File: config.mk
export PLATFORM = sky130hd
export DESIGN_NAME = ebcs_top
export DESIGN_NICKNAME = d
export VERILOG_FILES = /design/src/hdl/ebcs_sync2.v /design/src/hdl/ebcs_top.v
export VERILOG_INCLUDE_DIRS = /design/src /design/src/hdl
export SDC_FILE = /design/constraint.sdc
export NUM_CORES = 1
export LEC_CHECK = 0
export ABC_CLOCK_PERIOD_IN_PS = 2200
export BUFFER_PORTS_ARGS = -buffer_cell sky130_fd_sc_hd__buf_2
export CAP_MARGIN = 15
export CORE_MARGIN = 4
export CORE_UTILIZATION = 40
export CTS_CLUSTER_SIZE = 28
export DETAILED_ROUTE_END_ITERATION = 6
export PLACE_DENSITY_LB_ADDON = 0.2
export RECOVER_POWER = 100
export SKIP_CTS_REPAIR_TIMING = 1
export SYNTH_ARGS = -nofsm -noshare
export SYNTH_HDL_FRONTEND = slang
export SYNTH_SLANG_ARGS = --single-unit
File: constraint.sdc
create_clock -name clk_i -period 2.2 [get_ports clk_i]
set_input_delay 0.55 -clock clk_i [delete_from_list [all_inputs] [get_ports clk_i]]
set_output_delay 0.55 -clock clk_i [all_outputs]
set_load 0.005 [all_outputs]
File: src/hdl/ebcs_defines.vh
// offsets, field positions, reset values and timing counts of the bus cycle sequencer
`ifndef EBCS_DEFINES_VH
`define EBCS_DEFINES_VH

// register byte offsets
`define EBCS_OFF_ADDR      8'h00
`define EBCS_OFF_WDATA     8'h04
`define EBCS_OFF_CMD       8'h08
`define EBCS_OFF_RDATA     8'h0c
`define EBCS_OFF_STATUS    8'h10
`define EBCS_OFF_CTRL      8'h14
`define EBCS_OFF_TIMING    8'h20

// command register fields
`define EBCS_CMD_WRITE     0
`define EBCS_CMD_CS_LSB    1
`define EBCS_CMD_BYTE      3

// control register fields
`define EBCS_CTRL_MUX      0
`define EBCS_CTRL_RDY_LOW  1
`define EBCS_CTRL_CLK_SYS  2
`define EBCS_CTRL_HS_DRV   3
`define EBCS_CTRL_RST      4'h0

// timing configuration fields
`define EBCS_T_AB          0
`define EBCS_T_ABX_MSB     2
`define EBCS_T_ABX_LSB     1
`define EBCS_T_CMD_MSB     4
`define EBCS_T_CMD_LSB     3
`define EBCS_T_WS          5
`define EBCS_T_ACC_MSB     10
`define EBCS_T_ACC_LSB     6
`define EBCS_T_HOLD_MSB    12
`define EBCS_T_HOLD_LSB    11
`define EBCS_T_RDY_EN      13
`define EBCS_T_RDY_ASYNC   14
`define EBCS_TIMING_RST    15'h08c9

// system clock periods per phase time unit
`define EBCS_TCS_DIV       1

`endif

File: src/hdl/ebcs_sync2.v
// two-stage synchroniser for the asynchronous ready input
`timescale 1ns/10ps
module ebcs_sync2 (
	// clock and reset
	input  wire clk_i,
	input  wire resetn_i,
	// level in and out
	input  wire async_i,
	output reg  sync_o
);

	reg meta_reg;

	// first stage feeds only the second
	always @(posedge clk_i or negedge resetn_i) begin
		if (!resetn_i) begin
			meta_reg <= 1'b0;
			sync_o   <= 1'b0;
		end else begin
			meta_reg <= async_i;
			sync_o   <= meta_reg;
		end
	end

endmodule // ebcs_sync2

File: src/hdl/ebcs_top.v
// external bus cycle sequencer: five-phase cycles, ready handshake, register port
// Operation
// - every bus cycle runs address setup, command delay, write setup, access, hold
// - phase lengths come from the timing configuration of the selected chip select
// - ready input may optionally stretch the access phase; partner drives it
// - address setup lasts 1 or 2 units, plus 0 to 3 on window change
// - command delay 0 to 3 units, then write setup or tristate 0 to 1
// - access phase lasts 1 to 32 units before ready extension
// - hold phase of 0 to 3 units closes each cycle
// - read data captured on the edge that ends the read strobe
// - address changes after strobe end do not disturb captured read data
// - multiplexed mode: address then write data on shared 16-bit lines
// - split mode: 24-bit address lines and separate 16-bit data lines
// - reference clock enabled when system clock source and fast driver selected
// - ready active polarity selectable by configuration
// - synchronous ready sampled directly, partner keeps it synchronous
// - asynchronous ready goes through synchroniser, at least one wait state
// - each ready sample: inactive inserts wait state, active ends access phase
//
// The address-and-strobe port and the register addresses were left to the implementer.
`timescale 1ns/10ps
`include "ebcs_defines.vh"
module ebcs_top #(
	parameter NCS     = 4,
	parameter CSW     = 2,
	parameter TCS_DIV = `EBCS_TCS_DIV
) (
	// clock and reset
	input  wire             clk_i,
	input  wire             resetn_i,
	// register port
	input  wire [7:0]       addr_i,
	input  wire [31:0]      wdata_i,
	input  wire             wr_i,
	input  wire             rd_i,
	output reg  [31:0]      rdata_o,
	// external bus outputs
	output reg  [23:0]      address_lines_o,
	output reg  [15:0]      separate_data_lines_o,
	output reg              separate_data_lines_oe_n_o,
	output reg  [15:0]      shared_addr_data_lines_o,
	output reg              shared_addr_data_lines_oe_n_o,
	output reg  [NCS-1:0]   cs_n_o,
	output reg              rd_n_o,
	output reg              wr_n_o,
	output reg              ale_o,
	output reg              upper_byte_enable_n_o,
	output reg              reference_clock_out_en_o,
	// external bus inputs
	input  wire [15:0]      separate_data_lines_i,
	input  wire [15:0]      shared_addr_data_lines_i,
	input  wire             ready_i
);

	// phase states
	localparam ST_IDLE = 3'h0;
	localparam ST_AB   = 3'h1;
	localparam ST_C    = 3'h2;
	localparam ST_D    = 3'h3;
	localparam ST_E    = 3'h4;
	localparam ST_RDY  = 3'h5;
	localparam ST_F    = 3'h6;

	// timing window base, named so its index bits can be sliced
	localparam [7:0] TIM_BASE = `EBCS_OFF_TIMING;

	reg  [2:0]  state_reg;
	reg  [2:0]  state_next;
	reg  [5:0]  cnt_reg;
	reg  [5:0]  cnt_next;
	reg  [15:0] tick_cnt_reg;
	reg         tick_reg;
	reg  [14:0] timing_reg [0:NCS-1];
	reg  [14:0] cfg_reg;
	reg  [3:0]  ctrl_reg;
	reg  [23:0] addr_reg;
	reg  [15:0] wdata_reg;
	reg  [15:0] rdata_reg;
	reg         dir_wr_reg;
	reg         byte_reg;
	reg  [CSW-1:0] cs_reg;
	reg  [CSW-1:0] last_cs_reg;
	reg         last_valid_reg;
	wire        rdy_sync;
	integer     i;
	// own loop index for the pin process, so no variable has two driving processes
	integer     j;

	// phase length in units for a given state
	function [5:0] phase_len;
		input [2:0]  st;
		input [14:0] cfg;
		input        wchg;
		begin
			case (st)
				ST_AB:   phase_len = 6'h01 + {5'h00, cfg[`EBCS_T_AB]}
					+ (wchg ? {4'h0, cfg[`EBCS_T_ABX_MSB:`EBCS_T_ABX_LSB]} : 6'h00);
				ST_C:    phase_len = {4'h0, cfg[`EBCS_T_CMD_MSB:`EBCS_T_CMD_LSB]};
				ST_D:    phase_len = {5'h00, cfg[`EBCS_T_WS]};
				ST_E:    phase_len = {1'b0, cfg[`EBCS_T_ACC_MSB:`EBCS_T_ACC_LSB]} + 6'h01;
				ST_F:    phase_len = {4'h0, cfg[`EBCS_T_HOLD_MSB:`EBCS_T_HOLD_LSB]};
				ST_RDY:  phase_len = 6'h01;
				default: phase_len = 6'h00;
			endcase
		end
	endfunction

	// successor phase, zero-length phases skipped
	function [2:0] next_phase;
		input [2:0]  st;
		input [14:0] cfg;
		begin
			case (st)
				ST_AB:   next_phase = (phase_len(ST_C, cfg, 1'b0) != 6'h00) ? ST_C :
					(cfg[`EBCS_T_WS] ? ST_D : ST_E);
				ST_C:    next_phase = cfg[`EBCS_T_WS] ? ST_D : ST_E;
				ST_D:    next_phase = ST_E;
				ST_E:    next_phase = (phase_len(ST_F, cfg, 1'b0) != 6'h00) ? ST_F : ST_IDLE;
				ST_RDY:  next_phase = (phase_len(ST_F, cfg, 1'b0) != 6'h00) ? ST_F : ST_IDLE;
				default: next_phase = ST_IDLE;
			endcase
		end
	endfunction

	// request decode
	wire        wr_cmd   = wr_i && (addr_i == `EBCS_OFF_CMD);
	wire        start    = wr_cmd && (state_reg == ST_IDLE);
	wire [CSW-1:0] cmd_cs = wdata_i[`EBCS_CMD_CS_LSB +: CSW];
	wire        wchg     = !last_valid_reg || (cmd_cs != last_cs_reg);
	wire [5:0]  tim_idx  = addr_i[7:2] - TIM_BASE[7:2];
	wire        tim_hit  = (addr_i[7:5] == TIM_BASE[7:5]) && (tim_idx < NCS);

	// ready selection and polarity
	wire        rdy_async = cfg_reg[`EBCS_T_RDY_ASYNC];
	wire        rdy_raw   = rdy_async ? rdy_sync : ready_i;
	wire        rdy_act   = rdy_raw ^ ctrl_reg[`EBCS_CTRL_RDY_LOW];

	// asynchronous ready passes two flops first
	ebcs_sync2 u_rdy_sync (
		.clk_i    (clk_i),
		.resetn_i (resetn_i),
		.async_i  (ready_i),
		.sync_o   (rdy_sync)
	);

	// phase time unit divider; restarts with each cycle so units align to the start
	always @(posedge clk_i or negedge resetn_i) begin
		if (!resetn_i) begin
			tick_cnt_reg <= 16'h0000;
			tick_reg     <= 1'b0;
		end else if (start || tick_cnt_reg == TCS_DIV[15:0] - 16'h0001) begin
			tick_cnt_reg <= 16'h0000;
			tick_reg     <= 1'b1;
		end else begin
			tick_cnt_reg <= tick_cnt_reg + 16'h0001;
			tick_reg     <= 1'b0;
		end
	end

	// phase sequencer
	always @* begin
		state_next = state_reg;
		cnt_next   = cnt_reg;
		case (state_reg)
			ST_IDLE: begin
				if (start) begin
					state_next = ST_AB;
					cnt_next   = phase_len(ST_AB, timing_reg[cmd_cs], wchg);
				end
			end
			ST_AB, ST_C, ST_D, ST_E, ST_RDY, ST_F: begin
				if (tick_reg) begin
					if (cnt_reg > 6'h01) begin
						cnt_next = cnt_reg - 6'h01;
					end else if (state_reg == ST_E && cfg_reg[`EBCS_T_RDY_EN]
						&& (rdy_async || !rdy_act)) begin
						// async always waits once for the synchroniser
						state_next = ST_RDY;
						cnt_next   = 6'h01;
					end else if (state_reg == ST_RDY && !rdy_act) begin
						cnt_next = 6'h01;
					end else begin
						state_next = next_phase(state_reg, cfg_reg);
						cnt_next   = phase_len(state_next, cfg_reg, 1'b0);
					end
				end
			end
			default: begin
				state_next = ST_IDLE;
				cnt_next   = 6'h00;
			end
		endcase
	end

	// values in force for the cycle being set up
	wire           act_n   = (state_next != ST_IDLE);
	wire           strb_n  = (state_next == ST_D) || (state_next == ST_E) || (state_next == ST_RDY);
	wire           data_ph = strb_n || (state_next == ST_F);
	wire           adr_ph  = (state_next == ST_AB) || (state_next == ST_C);
	wire           dir_n   = start ? wdata_i[`EBCS_CMD_WRITE] : dir_wr_reg;
	wire           byte_n  = start ? wdata_i[`EBCS_CMD_BYTE] : byte_reg;
	wire [CSW-1:0] cs_n    = start ? cmd_cs : cs_reg;
	wire [23:0]    addr_n  = start ? addr_reg : addr_reg;
	wire           multiplexed_mode     = ctrl_reg[`EBCS_CTRL_MUX];
	wire           acc_end = (state_reg == ST_E || state_reg == ST_RDY)
		&& !(state_next == ST_E || state_next == ST_RDY);

	// state, cycle context and captured read data
	always @(posedge clk_i or negedge resetn_i) begin
		if (!resetn_i) begin
			state_reg      <= ST_IDLE;
			cnt_reg        <= 6'h00;
			cfg_reg        <= `EBCS_TIMING_RST;
			dir_wr_reg     <= 1'b0;
			byte_reg       <= 1'b0;
			cs_reg         <= {CSW{1'b0}};
			last_cs_reg    <= {CSW{1'b0}};
			last_valid_reg <= 1'b0;
			rdata_reg      <= 16'h0000;
		end else begin
			state_reg <= state_next;
			cnt_reg   <= cnt_next;
			if (start) begin
				cfg_reg        <= timing_reg[cmd_cs];
				dir_wr_reg     <= dir_n;
				byte_reg       <= byte_n;
				cs_reg         <= cmd_cs;
				last_cs_reg    <= cmd_cs;
				last_valid_reg <= 1'b1;
			end
			// sampled as the strobe rises; later address moves cannot reach it
			if (acc_end && !dir_wr_reg) begin
				rdata_reg <= multiplexed_mode ? shared_addr_data_lines_i : separate_data_lines_i;
			end
		end
	end

	// software registers
	always @(posedge clk_i or negedge resetn_i) begin
		if (!resetn_i) begin
			ctrl_reg  <= `EBCS_CTRL_RST;
			addr_reg  <= 24'h000000;
			wdata_reg <= 16'h0000;
			for (i = 0; i < NCS; i = i + 1) begin
				timing_reg[i] <= `EBCS_TIMING_RST;
			end
		end else if (wr_i) begin
			// address and data are frozen while a cycle runs
			if (addr_i == `EBCS_OFF_ADDR && state_reg == ST_IDLE) begin
				addr_reg <= wdata_i[23:0];
			end
			if (addr_i == `EBCS_OFF_WDATA && state_reg == ST_IDLE) begin
				wdata_reg <= wdata_i[15:0];
			end
			if (addr_i == `EBCS_OFF_CTRL) begin
				ctrl_reg <= wdata_i[3:0];
			end
			if (tim_hit) begin
				timing_reg[tim_idx[CSW-1:0]] <= wdata_i[14:0];
			end
		end
	end

	// read port, data valid only the cycle after the strobe
	always @(posedge clk_i or negedge resetn_i) begin
		if (!resetn_i) begin
			rdata_o <= 32'h00000000;
		end else if (!rd_i) begin
			rdata_o <= 32'h00000000;
		end else if (tim_hit) begin
			rdata_o <= {17'h00000, timing_reg[tim_idx[CSW-1:0]]};
		end else begin
			case (addr_i)
				`EBCS_OFF_ADDR:   rdata_o <= {8'h00, addr_reg};
				`EBCS_OFF_WDATA:  rdata_o <= {16'h0000, wdata_reg};
				`EBCS_OFF_RDATA:  rdata_o <= {16'h0000, rdata_reg};
				`EBCS_OFF_STATUS: rdata_o <= {{(32-CSW-5){1'b0}}, last_cs_reg, 1'b0, state_reg,
					(state_reg != ST_IDLE)};
				`EBCS_OFF_CTRL:   rdata_o <= {28'h0000000, ctrl_reg};
				default:          rdata_o <= 32'h00000000;
			endcase
		end
	end

	// pin drivers, all registered; bus controls from the next phase, clock enable from control
	always @(posedge clk_i or negedge resetn_i) begin
		if (!resetn_i) begin
			address_lines_o               <= 24'h000000;
			separate_data_lines_o         <= 16'h0000;
			separate_data_lines_oe_n_o    <= 1'b1;
			shared_addr_data_lines_o      <= 16'h0000;
			shared_addr_data_lines_oe_n_o <= 1'b1;
			cs_n_o                        <= {NCS{1'b1}};
			rd_n_o                        <= 1'b1;
			wr_n_o                        <= 1'b1;
			ale_o                         <= 1'b0;
			upper_byte_enable_n_o         <= 1'b1;
			reference_clock_out_en_o      <= 1'b0;
		end else begin
			// pad gates the system clock, so the period equals one clock
			reference_clock_out_en_o <= ctrl_reg[`EBCS_CTRL_CLK_SYS] && ctrl_reg[`EBCS_CTRL_HS_DRV];
			for (j = 0; j < NCS; j = j + 1) begin
				cs_n_o[j] <= !(act_n && cs_n == j[CSW-1:0]);
			end
			address_lines_o       <= addr_n;
			upper_byte_enable_n_o <= !(act_n && !(byte_n && !addr_n[0]));
			rd_n_o                <= !(strb_n && !dir_n);
			wr_n_o                <= !(strb_n && dir_n);
			ale_o                 <= multiplexed_mode && (state_next == ST_AB);
			// multiplexed lines: address first, then write data or released
			if (multiplexed_mode && adr_ph) begin
				shared_addr_data_lines_o      <= addr_n[15:0];
				shared_addr_data_lines_oe_n_o <= 1'b0;
			end else if (multiplexed_mode && data_ph && dir_n) begin
				shared_addr_data_lines_o      <= wdata_reg;
				shared_addr_data_lines_oe_n_o <= 1'b0;
			end else begin
				shared_addr_data_lines_o      <= 16'h0000;
				shared_addr_data_lines_oe_n_o <= 1'b1;
			end
			separate_data_lines_o      <= wdata_reg;
			separate_data_lines_oe_n_o <= !(!multiplexed_mode && data_ph && dir_n);
		end
	end

endmodule // ebcs_top

; ---- Yosys cells after proc, flatten, opt, wreduce, memory -nomap -nowiden
; Index checks and enable logic that the tools add are counted.
; Widths: inputs -> output; s select.
[word_totals]
reg_bits = 269
latch_bits = 0
ramBits = 0
romBits = 0
output_inout_bits = 99
word_cells = 208
memories = 0
[classes]
addsub = 7
mul = 0
n_div = 0
n_lt_le_gt_ge = 5
eq_ne = 30
shift = 0
mux = 65
bitwise_logic = 3
reduce_logical = 66
[ops]
columns = operator, n
row1 = $mux 6, 23
row2 = $pmux 24 s5, 1
row3 = $mux 15, 5
row4 = $mux 16, 4
row5 = $bmux 15 s2, 2
row6 = $bwmux 60, 1
row7 = $mux 24, 2
row8 = $mux 3, 14
row9 = $pmux 6 s6, 1
row10 = $demux 15 s2, 1
row11 = $eq 3x3->1 const B, 9
row12 = $logic_and 1x1->1, 26
row13 = $eq 3x2->1 const B, 6
row14 = $reduce_bool 6->1, 3
row15 = $add 16x1->16 const B, 1
row16 = $eq 8x4->1 const B, 2
row17 = $eq 8x5->1 const B, 2
row18 = $logic_not 1->1, 16
row19 = $logic_not 16->1, 1
row20 = $pmux 3 s5, 1
row21 = $eq 3x1->1 const B, 4
row22 = $pmux 6 s2, 1
row23 = $reduce_and 2->1, 5
row24 = $logic_or 1x1->1, 9
row25 = 24 further kinds, 36

; ---- Logic depth before layout (Yosys ltp)
[depth]
word_depth = 30
ltp_mapped = 11

; ---- Cells and area by module
; From an unflattened synthesis, not the netlist that was laid out.
[unflattened]
hier_cells = 866
area_unflattened_um2 = 11259.5
[by_module_without_submodules]
columns = mod, instances, cells_each, area_per_inst_um2, seq_area_each_um2
row1 = ebcs_top, 1, 864, 11209.5, 6447.4
row2 = ebcs_sync2, 1, 2, 50.0, 50.0

; ---- Worst setup path after synthesis
; No wires, ideal clock.
[synth_timing]
path_kind = input -> register
startpoint = in wdata_i[1]
endpoint = reg cnt_reg[1]
t_arrival_ns = 2.718
t_required_ns = 2.068
slack_ns = -0.650
path_stages = 9
path_cell_list = clkbuf_1 -> buf_1 -> mux4_2 -> nand2_1 -> ha_1 -> inv_1 -> ha_1 -> o22ai_1 -> o31ai_1
[synth_between]
elab_chain_cells = 8
[synth_lines]
columns = element, line
row1 = start: declaration, ebcs_top.v:33  ; input wire [31:0] wdata_i,
row2 = $not 2->3 (not written as such), ebcs_top.v:168  ; cnt_next = phase_len(ST_AB, timing_reg[cmd_cs], wchg);
row3 = $bmux 15 s2, ebcs_top.v:168
row4 = $mux 15 (2 in series), --
row5 = $add 1x1->2 or $mux 2 (tied branches), "ebcs_top.v:96, ebcs_top.v:97"
row6 = $add 2x2->3 (*), ebcs_top.v:96  ; ST_AB: phase_len = 6'h01 + {5'h00, cfg[`EBCS_T_AB]}
row7 = $mux 6 (*), ebcs_top.v:166  ; if (start) begin
row8 = $pmux 6 s2 (*), ebcs_top.v:164  ; case (state_reg)
row9 = end signal: assignment, ebcs_top.v:222  ; cnt_reg <= cnt_next;
row10 = end: declaration, ebcs_top.v:69  ; reg [5:0] cnt_reg;
; Every way passes the cells marked *; elsewhere a longest branch is shown, timed or not. The select of a mux whose other input is x is not followed.
; A chain may end at the register's enable or synchronous reset.

; ---- Worst setup path after layout
[layout_timing]
startpoint = reg state_reg[0]
endpoint = reg shared_addr_data_lines_o[11]
[layout_between]
elab_chain_cells = 20
[layout_lines]
columns = element, line
row1 = start: declaration, ebcs_top.v:67  ; reg [2:0] state_reg;
row2 = start signal: assignment, ebcs_top.v:221  ; state_reg <= state_next;
row3 = $eq 3x3->1 (tied with other cells), --
row4 = $pmux 3 s5, ebcs_top.v:113  ; case (st)
row5 = $mux 3, ebcs_top.v:180  ; end else if (state_reg == ST_RDY && !rdy_act) begin
row6 = $mux 3, ebcs_top.v:175  ; end else if (state_reg == ST_E && cfg_reg[`EBCS_T_RDY_EN]
row7 = $mux 3, ebcs_top.v:173  ; if (cnt_reg > 6'h01) begin
row8 = $mux 3, ebcs_top.v:172  ; if (tick_reg) begin
row9 = $mux 3, ebcs_top.v:164
row10 = $mux 3, ebcs_top.v:180
row11 = [... 2 more ...], --
row12 = $mux 3, ebcs_top.v:172
row13 = $pmux 3 s2, ebcs_top.v:164
row14 = $eq 3x2->1 or $eq 3x3->1 (tied branches), ebcs_top.v:197  ; wire strb_n = (state_next == ST_D) || (state_next == ST_E) || (state_next == ST_RDY);
row15 = $logic_or 1x1->1 (2 in series), ebcs_top.v:197
row16 = $logic_or 1x1->1, ebcs_top.v:198  ; wire data_ph = strb_n || (state_next == ST_F);
row17 = $logic_and 1x1->1 (2 in series), ebcs_top.v:314  ; end else if (multiplexed_mode && data_ph && dir_n) begin
row18 = $mux 16, ebcs_top.v:314
row19 = $mux 16 (*), ebcs_top.v:311  ; if (multiplexed_mode && adr_ph) begin
row20 = end signal: assignment, ebcs_top.v:312  ; shared_addr_data_lines_o <= addr_n[15:0];
row21 = end signal: assignment, ebcs_top.v:315  ; shared_addr_data_lines_o <= wdata_reg;
row22 = end: declaration, ebcs_top.v:41  ; output reg [15:0] shared_addr_data_lines_o,
; Marked as above.

==> results.md <==
- Final WS setup: -0.0835 ns
- Layout area overhead: 26.2%
- Largest net degree at the start of global routing: 52
- CP Buf/Inv Count: 5
- GRT Util Overall: 17.7%
- CTS clk-pin slew, worst paths: approximately 0.060 ns
- Synth Area in Simple Gates: 8.63%
- Fin area: roughly 14000 um2
- Fin util: 51.8%
- Req. time, crit path: about 2.6 ns
- IO buf count: 159
- Synth top area share: 50.3%
- Critical path, cell by cell: buf_6 > buf_4 > nor4b_4 > nand4_1 > buf_4 > mux2i_2 > inv_1 > nand2_1 > nor2_2 > buf_12 > a22o_1
- Min Tclk post-route: 2.28 ns
- GP Congestion: 0.807
- F_max: roughly 440 MHz
- Synth Area in Adders: under 10%
- Antenna violations before repair: 3
- Critical Path Max Stage Delay: approximately 0.42 ns
- Yosys cell types: 62
- HPWL after DPL: 19200 um
- Synth area leader: dfrtp_1
- Number of flip-flops in the largest register: 60
- Slowest-stage cell, CP: dfrtp_1
- Fin cells: 1482
- Main combinational cell family by area after synthesis: multiplexers
- Slew Viols, Final: 0
- Clock root buffer: clkbuf_16
- ANT cells: 0
- Sequential area share after synthesis: 58.1%
- Initial core utilization: 41.0%
- Core ar.: 27300 um2
- Nets: about 1200
- Worst min path class: in2reg
- DP Area: roughly 13000 um2
- Data arrival, critical path: 2.72 ns
- Crit path capture type: register
- Async S/R FF share, synth: 100%
- Most used cell, CP: buf_4
- CTS buffer count: 27
- Syn Inst Count: approximately 840
- CP top delay family: buffers and inverters
- Fin crit share: 104%
- 1st-iter DRT viols: slightly below 400
- First-pass GRT wire length: 43600 um
- Unrepaired setup endpoints after global routing: yes
- P_leak: 0.00673 uW
- #FFs+latches synth: about 260
- Yosys warns: 0
- Max Cap Violations: 0
- Total grt overflow: 0
- CTS tree: built
- Layout cell share with drive strength beyond 1: 41.7%
- Die Area: between 30000 and 40000 um2
- Slew headroom: around an eighth
- Primary FF master, synth: dfrtp_1
- Post-Place Cells: around 1400
- Maximum vdd drop: 0.623 mV
- Synth cell count leaders: 225 x dfrtp_1, 119 x mux2_2, 63 x nor2_1
- Startpoint types: register
- Total Power: a little over 10000 uW
- Final Hold Vio Count: 0
- WL/cell: 18.6 um
- Pwr per Cell Area: roughly 720 nW/um2
- Failing checks: negative setup slack
- Xor-xnor portion of the synthesized cell area: under 10%
- Clock tree sinks: 258
- Slew @ Worst Pin: around 1.3 ns
- Clock buffer depth: 3
- Most frequent cell after synthesis: dfrtp_1
- Post-synth EDFFs: 0
- Outcome: finished with violations
- Worst clock skew: about 0.022 ns
- Syn Area/Cell: 13.3 um2
- IO Pins: 176
- # DRC: 0
- Worst-Skew Late Latency: 0.55 ns
- Vias in the first global route: 7847
- Num rows: 60
- WL final: about 28000 um
- Setup violators final: 18
- Syn Std Cell Area: 11200 um2
- Post-synthesis compound-gate area fraction: slightly above 7%
- Die Ht: 175 um
- Antenna Nets Post-Route: 0
- Crit path kind: reg2reg
- Vias: 7595
- Mux share of post-synthesis cell area: 20.6%
- Die width: ~180 um
- H-tree Lvls: 1
- Hold WS: 0.156 ns
- First-pass detailed-route iteration total: 4
- Crit-path max FO: 17
- Synth area leaders: dfrtp_1 50%, mux2_2 12%, dfstp_2 7.8%
- Drt via density: 5.12
[cells in the final DEF (no fill, tap or decap), types with 14 or more instances in the layout]
cell type and count:
dfrtp_1 225, mux2_2 119, buf_2 108, buf_4 77, nor2_1 63, clkbuf_1 60, nand2_1 36, dfstp_2 33
mux4_2 30, clkbuf_16 28, mux2i_1 27, a21oi_1 27, nand3_1 22, a22o_1 16, o21ai_0 16, a22oi_1 14
[cell families (layout without fill, tap and decap cells)]
| group | after synthesis | after routing |
|---|---|---|
| buffers and inverters | 65 | 324 |
| adders and majority gates | 9 | 9 |
| and+or+nand+nor | 193 | 193 |
| muxes | 178 | 178 |
| xor gates and xnor gates | 22 | 22 |
| DFF | 258 | 258 |
| other | 1 | 8 |
| AOI/OAI and AO/OA | 118 | 118 |
[power by group]
part           internal (uW)  leakage, uW  switching (uW)  total [uW]
sequential              4820      0.00346            36.5        4850
clock                   2880     0.000454            1880        4770
combinational            212      0.00282             284         496
[final timing paths]
path / cells past startpoint / startpoint / slack, ns / to
min in group asynchronous: 2 / resetn_i / 0.84 / rdata_o[20]$_DFF_PN0_
worst max register to register: 11 / state_reg[0]$_DFF_PN0_ / -0.08 / shared_addr_data_lines_o[11]$_DFF_PN0_
worst min register to register: 0 / u_rdy_sync.meta_reg$_DFF_PN0_ / 0.37 / u_rdy_sync.sync_o$_DFF_PN0_
worst max-delay path: 11 / state_reg[0]$_DFF_PN0_ / -0.08 / shared_addr_data_lines_o[11]$_DFF_PN0_
worst min-delay path: 1 / ready_i / 0.16 / u_rdy_sync.meta_reg$_DFF_PN0_
max in group asynchronous: 3 / resetn_i / 0.28 / cs_n_o[0]$_DFF_PN1_
[per-stage QoR]
step                      setup slack [ns]  TNS, ns
after floorplan                    -0.0679    -1.17
after global placement              -0.215   -16.84
after detailed placement            -0.253   -18.65
after CTS                           -0.169    -3.12
after global routing                -0.166    -5.19
final                              -0.0835    -1.17
[layout make-up]
type | instances | area [um2]
Fill cell | 2402 | 13100
Sequential cell | 258 | 6500
Multi-Input combinational cell | 528 | 4530
Timing Repair Buffer | 259 | 1640
Clock buffer | 40 | 764
Tap cell | 372 | 465
Clock inverter | 10 | 168
Inverter | 15 | 56.3
[per-layer routing]
layer	track usage, %	routed length, um
met1	25.1	12400
met2	29.2	13200
met3	2.86	1510
met4	3.47	411
met5	0	41
No activity file was read; power rests on OpenSTA's default activity.
